$ cat config.mk
export PLATFORM = sky130hd
export DESIGN_NAME = lcd_col_port
export DESIGN_NICKNAME = d
export VERILOG_FILES = /design/src/design/lcd_col_port.v /design/src/design/pin_sync.v
export VERILOG_INCLUDE_DIRS = /design/src /design/src/design
export SDC_FILE = /design/constraint.sdc
export NUM_CORES = 1
export LEC_CHECK = 0
export BUFFER_PORTS_ARGS = -buffer_cell sky130_fd_sc_hd__buf_4
export CORE_AREA = 5 5 161 163
export CTS_BUF_LIST = sky130_fd_sc_hd__clkbuf_8
export CTS_CLUSTER_SIZE = 12
export DETAILED_ROUTE_END_ITERATION = 8
export DIE_AREA = 0 0 166 168
export SLEW_MARGIN = 10
export SYNTH_ARGS = -nofsm -noshare
export SYNTH_HDL_FRONTEND = slang
export SYNTH_HIERARCHICAL = 1
export SYNTH_SLANG_ARGS = --single-unit
$ cat constraint.sdc
create_clock -name clk -period 11.8 [get_ports clk]
set_input_delay 1.77 -clock clk [delete_from_list [all_inputs] [get_ports clk]]
set_output_delay 1.77 -clock clk [all_outputs]
set_load 0.1 [all_outputs]
$ cat src/design/lcd_port_defs.vh
// Constants for the column driver host port and segment drive logic
`ifndef LCD_PORT_DEFS_VH
`define LCD_PORT_DEFS_VH

// -----------------------------------------------------------------
// Widths
// -----------------------------------------------------------------
`define SEG_COUNT 64
`define LINE_W 6
`define BUS_W 8
`define SYNC_W 21

// -----------------------------------------------------------------
// Drive level codes on each segment output
// -----------------------------------------------------------------
`define LEVEL_W 2
`define DRIVE_LEVEL_SEL_A 2'h0
`define DRIVE_LEVEL_SEL_B 2'h1
`define DRIVE_LEVEL_NONSEL_A 2'h2
`define DRIVE_LEVEL_NONSEL_B 2'h3

// -----------------------------------------------------------------
// Instruction codes (written with data_instr low)
// -----------------------------------------------------------------
`define INSTR_ONOFF_MASK 8'hFE
`define INSTR_ONOFF_CODE 8'h3E
`define INSTR_START_MASK 8'hC0
`define INSTR_START_CODE 8'hC0

// -----------------------------------------------------------------
// Status byte bit positions
// -----------------------------------------------------------------
`define STAT_BUSY_BIT 7
`define STAT_OFF_BIT 5
`define STAT_RESET_BIT 4

// -----------------------------------------------------------------
// Reset values
// -----------------------------------------------------------------
`define START_LINE_RST 6'h00
`define DISPLAY_ON_RST 1'b0
`define LINE_ZERO 6'h00
`define LINE_STEP 6'h01
`define BYTE_ZERO 8'h00
`define ROW_ZERO 64'h0000000000000000

`endif

$ cat src/design/lcd_col_port.v
// Host port, reset, strap and segment drive logic of an LCD column driver
`timescale 1ns/1ns
`default_nettype none
`include "lcd_port_defs.vh"

// Contract
// - Strap high: segment 1 shows column 0; strap low reverses mapping.
// - Frame high presets the 6-bit line counter from the start line.
// - Line latch rising edge latches row data; counter advances.
// - Host transfers and instructions execute on the two-phase clock; status and data reads load host_bus_out on the system clock.
// - Phase 1: data 1 V1, 0 V3; phase 0: data 1 V2, 0 V4.
// - RAM bit 1 gives light-on level, bit 0 light-off level.
// - Reset input low clears on/off register and start line to 0.
// - After reset, off state and line 0 hold until an instruction.
// - Eight-bit host bus, bit 7 most significant, bit 0 least.
// - Bus drives only during a selected read, otherwise released.
// - Without all three selects active, host inputs are ignored.
// - Reset input and strap act regardless of the selects.
// - Read/write and data/instruction choose input or output register.
// - Written display byte sits in input register, then moves to RAM.
// - Display write byte is captured at the strobe falling edge.
// - Decode 11 read data, 10 write data, 01 status, 00 instruction.
// - While busy writes are ignored, status and data reads still accepted; host waits for not busy.
module lcd_col_port (
  // Clock and reset
  input wire clk,
  input wire rst,
  // Device pins: reset and strap
  input wire reset_n_in,
  input wire adc_strap,
  // Host port
  input wire sel_a_n,
  input wire sel_b_n,
  input wire sel_c,
  input wire data_instr,
  input wire read_write,
  input wire strobe,
  input wire [`BUS_W-1:0] host_bus_in,
  output reg [`BUS_W-1:0] host_bus_out,
  output wire host_bus_oe,
  // Companion row driver
  input wire ac_phase_in,
  input wire frame_sync_in,
  input wire line_latch_in,
  input wire phase_clk_a,
  input wire phase_clk_b,
  // Display RAM side
  input wire [`BUS_W-1:0] read_data_in,
  input wire [`SEG_COUNT-1:0] row_data_in,
  output reg [`LINE_W-1:0] line_addr_q,
  output reg ram_wr_q,
  output reg [`BUS_W-1:0] ram_wr_data_q,
  // Status and segment drive
  output reg display_on_q,
  output reg [`LINE_W-1:0] start_line_q,
  output reg busy_q,
  output wire [`LEVEL_W*`SEG_COUNT-1:0] segment_out
);

  // ---------------------------------------------------------------
  // Pin synchronisers
  // ---------------------------------------------------------------
  wire [`SYNC_W-1:0] pins_s;

  pin_sync #(.WIDTH(`SYNC_W)) u_sync (
    .clk(clk),
    .rst(rst),
    .pin_in({phase_clk_b, phase_clk_a, line_latch_in, frame_sync_in, ac_phase_in,
             read_write, data_instr, sel_c, sel_b_n, sel_a_n, strobe, adc_strap,
             reset_n_in, host_bus_in}),
    .pin_sync_out(pins_s)
  );

  wire [`BUS_W-1:0] bus_s = pins_s[7:0];
  wire reset_n_s = pins_s[8];
  wire adc_s = pins_s[9];
  wire strobe_s = pins_s[10];
  wire sel_a_n_s = pins_s[11];
  wire sel_b_n_s = pins_s[12];
  wire sel_c_s = pins_s[13];
  wire di_s = pins_s[14];
  wire rw_s = pins_s[15];
  wire ac_s = pins_s[16];
  wire frame_s = pins_s[17];
  wire latch_s = pins_s[18];
  wire phase_a_s = pins_s[19];

  // The second phase only qualifies the tick: work happens on a rise of phase A
  // while phase B is low, so overlapping phases never double-fire.
  wire phase_b_s = pins_s[20];

  // ---------------------------------------------------------------
  // Edge detection on synchronised levels
  // ---------------------------------------------------------------
  reg strobe_d_q;
  reg latch_d_q;
  reg phase_d_q;

  always @(posedge clk or posedge rst) begin
    if (rst) begin
      strobe_d_q <= 1'b0;
      latch_d_q <= 1'b0;
      phase_d_q <= 1'b0;
    end else begin
      strobe_d_q <= strobe_s;
      latch_d_q <= latch_s;
      phase_d_q <= phase_a_s;
    end
  end

  wire strobe_fall = strobe_d_q & ~strobe_s;
  wire latch_rise = latch_s & ~latch_d_q;
  wire phase_tick = phase_a_s & ~phase_d_q & ~phase_b_s;

  // ---------------------------------------------------------------
  // Host access decode
  // ---------------------------------------------------------------
  wire selected = ~sel_a_n_s & ~sel_b_n_s & sel_c_s;
  wire acc_wr_data = selected & di_s & ~rw_s;
  wire acc_wr_instr = selected & ~di_s & ~rw_s;
  wire acc_rd_status = selected & ~di_s & rw_s;
  wire acc_rd_data = selected & di_s & rw_s;

  assign host_bus_oe = selected & rw_s & strobe_s;

  // ---------------------------------------------------------------
  // Input register and instruction capture
  // ---------------------------------------------------------------
  reg [`BUS_W-1:0] in_reg_q;
  reg pend_data_q;
  reg pend_instr_q;

  wire accept_ok = reset_n_s & ~busy_q;
  wire take_data = strobe_fall & acc_wr_data & accept_ok;
  wire take_instr = strobe_fall & acc_wr_instr & accept_ok;

  always @(posedge clk or posedge rst) begin
    if (rst) begin
      in_reg_q <= `BYTE_ZERO;
      pend_data_q <= 1'b0;
      pend_instr_q <= 1'b0;
      busy_q <= 1'b0;
    end else begin
      if (take_data || take_instr) begin
        in_reg_q <= bus_s;
        pend_data_q <= take_data;
        pend_instr_q <= take_instr;
        busy_q <= 1'b1;
      end else if (phase_tick) begin
        pend_data_q <= 1'b0;
        pend_instr_q <= 1'b0;
        busy_q <= 1'b0;
      end
    end
  end

  // ---------------------------------------------------------------
  // Internal execution on the two-phase clock
  // ---------------------------------------------------------------
  always @(posedge clk or posedge rst) begin
    if (rst) begin
      ram_wr_q <= 1'b0;
      ram_wr_data_q <= `BYTE_ZERO;
      display_on_q <= `DISPLAY_ON_RST;
      start_line_q <= `START_LINE_RST;
    end else begin
      ram_wr_q <= phase_tick & pend_data_q;
      if (phase_tick && pend_data_q) begin
        ram_wr_data_q <= in_reg_q;
      end
      if (!reset_n_s) begin
        display_on_q <= `DISPLAY_ON_RST;
        start_line_q <= `START_LINE_RST;
      end else if (phase_tick && pend_instr_q) begin
        if ((in_reg_q & `INSTR_ONOFF_MASK) == `INSTR_ONOFF_CODE) begin
          display_on_q <= in_reg_q[0];
        end else if ((in_reg_q & `INSTR_START_MASK) == `INSTR_START_CODE) begin
          start_line_q <= in_reg_q[`LINE_W-1:0];
        end
      end
    end
  end

  // ---------------------------------------------------------------
  // Read data onto the host bus
  // ---------------------------------------------------------------
  always @(posedge clk or posedge rst) begin
    if (rst) begin
      host_bus_out <= `BYTE_ZERO;
    end else if (acc_rd_status) begin
      host_bus_out <= `BYTE_ZERO;
      host_bus_out[`STAT_BUSY_BIT] <= busy_q | ~reset_n_s;
      host_bus_out[`STAT_OFF_BIT] <= ~display_on_q;
      host_bus_out[`STAT_RESET_BIT] <= ~reset_n_s;
    end else if (acc_rd_data) begin
      host_bus_out <= read_data_in;
    end
  end

  // ---------------------------------------------------------------
  // Display line counter and data latch
  // ---------------------------------------------------------------
  reg [`SEG_COUNT-1:0] row_latch_q;

  always @(posedge clk or posedge rst) begin
    if (rst) begin
      line_addr_q <= `LINE_ZERO;
      row_latch_q <= `ROW_ZERO;
    end else begin
      if (frame_s) begin
        line_addr_q <= start_line_q;
      end else if (latch_rise) begin
        line_addr_q <= line_addr_q + `LINE_STEP;
      end
      if (latch_rise) begin
        row_latch_q <= display_on_q ? row_data_in : `ROW_ZERO;
      end
    end
  end

  // ---------------------------------------------------------------
  // Segment drive level selection
  // ---------------------------------------------------------------
  genvar seg_i;
  generate
    for (seg_i = 0; seg_i < `SEG_COUNT; seg_i = seg_i + 1) begin : g_seg
      wire bit_v = adc_s ? row_latch_q[seg_i] : row_latch_q[`SEG_COUNT-1-seg_i];
      reg [`LEVEL_W-1:0] level_q;
      always @(posedge clk or posedge rst) begin
        if (rst) begin
          level_q <= `DRIVE_LEVEL_NONSEL_B;
        end else if (ac_s) begin
          level_q <= bit_v ? `DRIVE_LEVEL_SEL_A : `DRIVE_LEVEL_NONSEL_A;
        end else begin
          level_q <= bit_v ? `DRIVE_LEVEL_SEL_B : `DRIVE_LEVEL_NONSEL_B;
        end
      end
      assign segment_out[`LEVEL_W*seg_i +: `LEVEL_W] = level_q;
    end
  endgenerate

endmodule

`default_nettype wire

$ cat src/design/pin_sync.v
// Two-stage synchroniser for a group of asynchronous pin inputs
`timescale 1ns/1ns
`default_nettype none

module pin_sync #(
  parameter WIDTH = 1
) (
  // Clock and reset
  input wire clk,
  input wire rst,
  // Pins and synchronised copies
  input wire [WIDTH-1:0] pin_in,
  output reg [WIDTH-1:0] pin_sync_out
);

  reg [WIDTH-1:0] meta_q;

  always @(posedge clk or posedge rst) begin
    if (rst) begin
      meta_q <= {WIDTH{1'b0}};
      pin_sync_out <= {WIDTH{1'b0}};
    end else begin
      meta_q <= pin_in;
      pin_sync_out <= meta_q;
    end
  end

endmodule

`default_nettype wire

==> flow_metrics.env <==
export IMPL_fp_dieArea_um2=27890
export IMPL_postCtsSetupBuffers=0
export IMPL_cp_top_family="flip-flops"
export IMPL_max_freq_ghz=0.2581
export IMPL_yosysWarningCount=6
export IMPL_gr_usage_met3_pct=3.892
export IMPL_die_h_um=168
export IMPL_timing_rr_end="in_reg_q[1]"
export IMPL_post_dp_hpwl_um=13210
export IMPL_fp_coreArea_um2=24180
export IMPL_leakagePower_nw=5.148
export IMPL_cts_root_buf="clkbuf_8"
export IMPL_synth_cell_types=37
export IMPL_grt_antenna_before_repair=0
export IMPL_grtUsageMet2_pct=20.99
export IMPL_antenna_left=0
export IMPL_fillCellCount=2285
export IMPL_place_area_um2=10040
export IMPL_drt_iter0_markers=307
export IMPL_final_cell_count_no_fill=1237
export IMPL_synthSimpleGateAreaFrac_pct=9.527
export IMPL_start_util_pct=34.44
export IMPL_cap_violations=0
export IMPL_cp_num_buf_inv=1
export IMPL_core_rowCount=57
export IMPL_dr_total_vias=5382
export IMPL_die_w_um=166
export IMPL_h_tree_depth=2
export IMPL_timing_slew_headroom_pct=25.13
export IMPL_avgSynthCellArea_um2=12.14
export IMPL_maxSlewViolCount=0
export IMPL_synth_compound_area_share_pct=5.079
export IMPL_cp_required_ps=10030
export IMPL_avgRoutedWirePerCell_um=15.53
export IMPL_grt_max_degree=70
export IMPL_ys_seq_elements=215
export IMPL_synth_fa_ha_area_share_pct=0.1503
export IMPL_cts_made_buffers=38
export IMPL_final_hold_violation_count=0
export IMPL_firstDrtPassIters=4
export IMPL_ys_seq_area_share_pct=65.59
export IMPL_synth_nets=782
export IMPL_yosys_area_share_xor_xnor_pct=0.2104
export IMPL_fin_area_um2=10870
export IMPL_synthArstFlopShare_pct=100.0
export IMPL_drc=0
export IMPL_synth_edff_count=0
export IMPL_drive_above_1_share_pct=43.15
export IMPL_worstPathArrival_ps=2100
export IMPL_overflow=0
export IMPL_synthMuxAreaShare_pct=11.37
export IMPL_grt_pass1_vias=5509
export IMPL_clock_skew_ps=29.58
export IMPL_timing_hold_ws_ps=323.8
export IMPL_clkTransAtPathRegs_ps=70
export IMPL_clock_sinks=215
export IMPL_critPathKind="flop to output port"
export IMPL_rsz0062_at_grt="false"
export IMPL_timing_final_crit_share_pct=32.84
export IMPL_p_per_area_nw_per_um2=160.4
export IMPL_setup_viol_count_final=0
export IMPL_clk_latency_ps=530
export IMPL_tns_ps=0
export IMPL_r2r_setup_slack_ps=9800
export IMPL_min_path_type="flop to flop"
export IMPL_cts_resized_gates=0
export IMPL_grt_busiest_layer="met2"
export IMPL_netlist_instances=686
export IMPL_antennaDiodeCount=0
export IMPL_cp_start_kind="flop"
export IMPL_dp_cells=1168
export IMPL_worstRegToRegCells=3
export IMPL_nets=980
export IMPL_period_needed_ps=3875
export IMPL_worstHoldStart="u_sync/meta_q[8]"
export IMPL_syn_to_final_growth_pct=30.53
export IMPL_num_io_pins=255
export IMPL_outcome="finished clean"
export IMPL_ctsHoldBuffers=0
export IMPL_cts_tree="yes"
export IMPL_synth_top_family_by_area="multiplexers"
export IMPL_track_usage_pct=13.38
export IMPL_worst_slew_pin_slew_ps=1123
export IMPL_grt_pass1_wl_um=30520
export IMPL_crit_chain="buf_4"
export IMPL_holdPathStages=0
export IMPL_io_buffers=254
export IMPL_end_kind="output port"
export IMPL_met1_usage_pct=17.98
export IMPL_slowest_delay_ps=1140
export IMPL_worst_path_max_fanout=64
export IMPL_crit_path_top_delay_cell="dfstp_2"
export IMPL_viasPerCell=4.351
export IMPL_synth_flop_cell="dfrtp_1"
export IMPL_timing_rr_start="u_sync/pin_sync_out[8]"
export IMPL_synth_cell_area_um2=8327
export IMPL_worst_hold_path_endpoint="u_sync/pin_sync_out[8]"
export IMPL_peakVddDrop_mv=0.08635
export IMPL_gp_congestion=0.7482
export IMPL_wl_um=19210
export IMPL_clockBufferDepth=3
[cells in the mapped netlist (2+ instances only)]
| cell type | number | area share [%] |
|---|---|---|
| buf_4 | 63 | 5.7 |
| dfstp_2 | 65 | 21 |
| or4_1 | 2 | 0.18 |
| nor2_1 | 6 | 0.27 |
| mux2_4 | 7 | 1.3 |
| nand3_1 | 2 | 0.12 |
| a31oi_1 | 2 | 0.15 |
| dfrtp_1 | 150 | 45 |
| a21oi_1 | 2 | 0.12 |
| buf_2 | 21 | 1.3 |
| nand2_1 | 164 | 7.4 |
| clkbuf_1 | 12 | 0.54 |
| inv_1 | 7 | 0.32 |
| or3b_1 | 2 | 0.21 |
| o21ai_0 | 2 | 0.12 |
| mux2i_1 | 74 | 8.9 |
| o21ai_1 | 75 | 4.5 |
| mux2_1 | 9 | 1.2 |
| buf_1 | 3 | 0.14 |
[routing by layer]
layer,vias to the layer above,routed length (µm)
met5,-,0
met4,0,383
met3,34,1209
met2,172,8905
met1,2572,8710
li1,2604,-
[sequential cells by signal, indices dropped and copies added (netlist names), 8 cells and up]
register and flops:
ram_wr_data_q 8, u_sync/meta_q 21, row_latch_q 64, g_seg.level_q 65, host_bus_out 8, in_reg_q 8, u_sync/pin_sync_out 21
[cells in the final DEF, fill, tap and decap left out, types with 3 or more instances in the layout]
| cell type | instances |
|---|---|
| buf_4 | 258 |
| clkbuf_8 | 49 |
| clkinv_2 | 3 |
| dfrtp_1 | 148 |
| dfstp_2 | 65 |
| inv_1 | 17 |
| inv_6 | 3 |
| mux2_1 | 9 |
| mux2_4 | 7 |
| mux2i_1 | 74 |
| nand2_1 | 164 |
| nor2_1 | 6 |
| o21ai_1 | 75 |
[area by class of cell]
type	count	area [µm²]	share of cell area, %
clock buffer	49	674.4	6.205
clock inverter	20	153.9	1.416
inverter	7	31.28	0.2878
multi-input combinational	364	2201	20.25
sequential	215	5466	50.29
tap	324	405.4	3.730
timing repair buffer	258	1937	17.82
[per-stage QoR]
step / util (%) / total power, mW / worst slack (ps)
CTS: 44.96 / 1.775 / 7868
floorplan: - / 0.9795 / 5449
detailed placement: 41.53 / 1.035 / 7904
global placement: 41.53 / 1.034 / 7922
finish: 44.96 / 1.744 / 7925
global route: 44.96 / 1.816 / 7702
[cell families (layout without fill, tap and decap cells)]
group                      after synthesis  in the layout
buffers and inverters                  107            334
adders and majority gates                1              1
xor gates and xnor gates                 2              2
AOI/OAI and AO/OA                       83             83
muxes                                   90             90
and+or+nand+nor                        188            188
DFF                                    215            215
[report_power, final]
group          total, mW  internal, mW  switching, mW  leakage [nW]
combinational      0.240        0.0583          0.182          2.02
sequential         0.779         0.758         0.0211          2.65
clock              0.724         0.420          0.304         0.472
total               1.74          1.24          0.507          5.15
[worst max path at each step]
stage,startpoint,endpoint,cells past startpoint
final,g_seg[63].level_q[0],segment_out[88],1
after global routing,g_seg[63].level_q[0],segment_out[36],1
after CTS,g_seg[63].level_q[0],segment_out[36],1
after detailed placement,rst,start_line_q[1],4
after global placement,rst,start_line_q[1],4
after floorplan,rst,busy_q,1
Note: power is estimated with default switching activity, not from simulation.
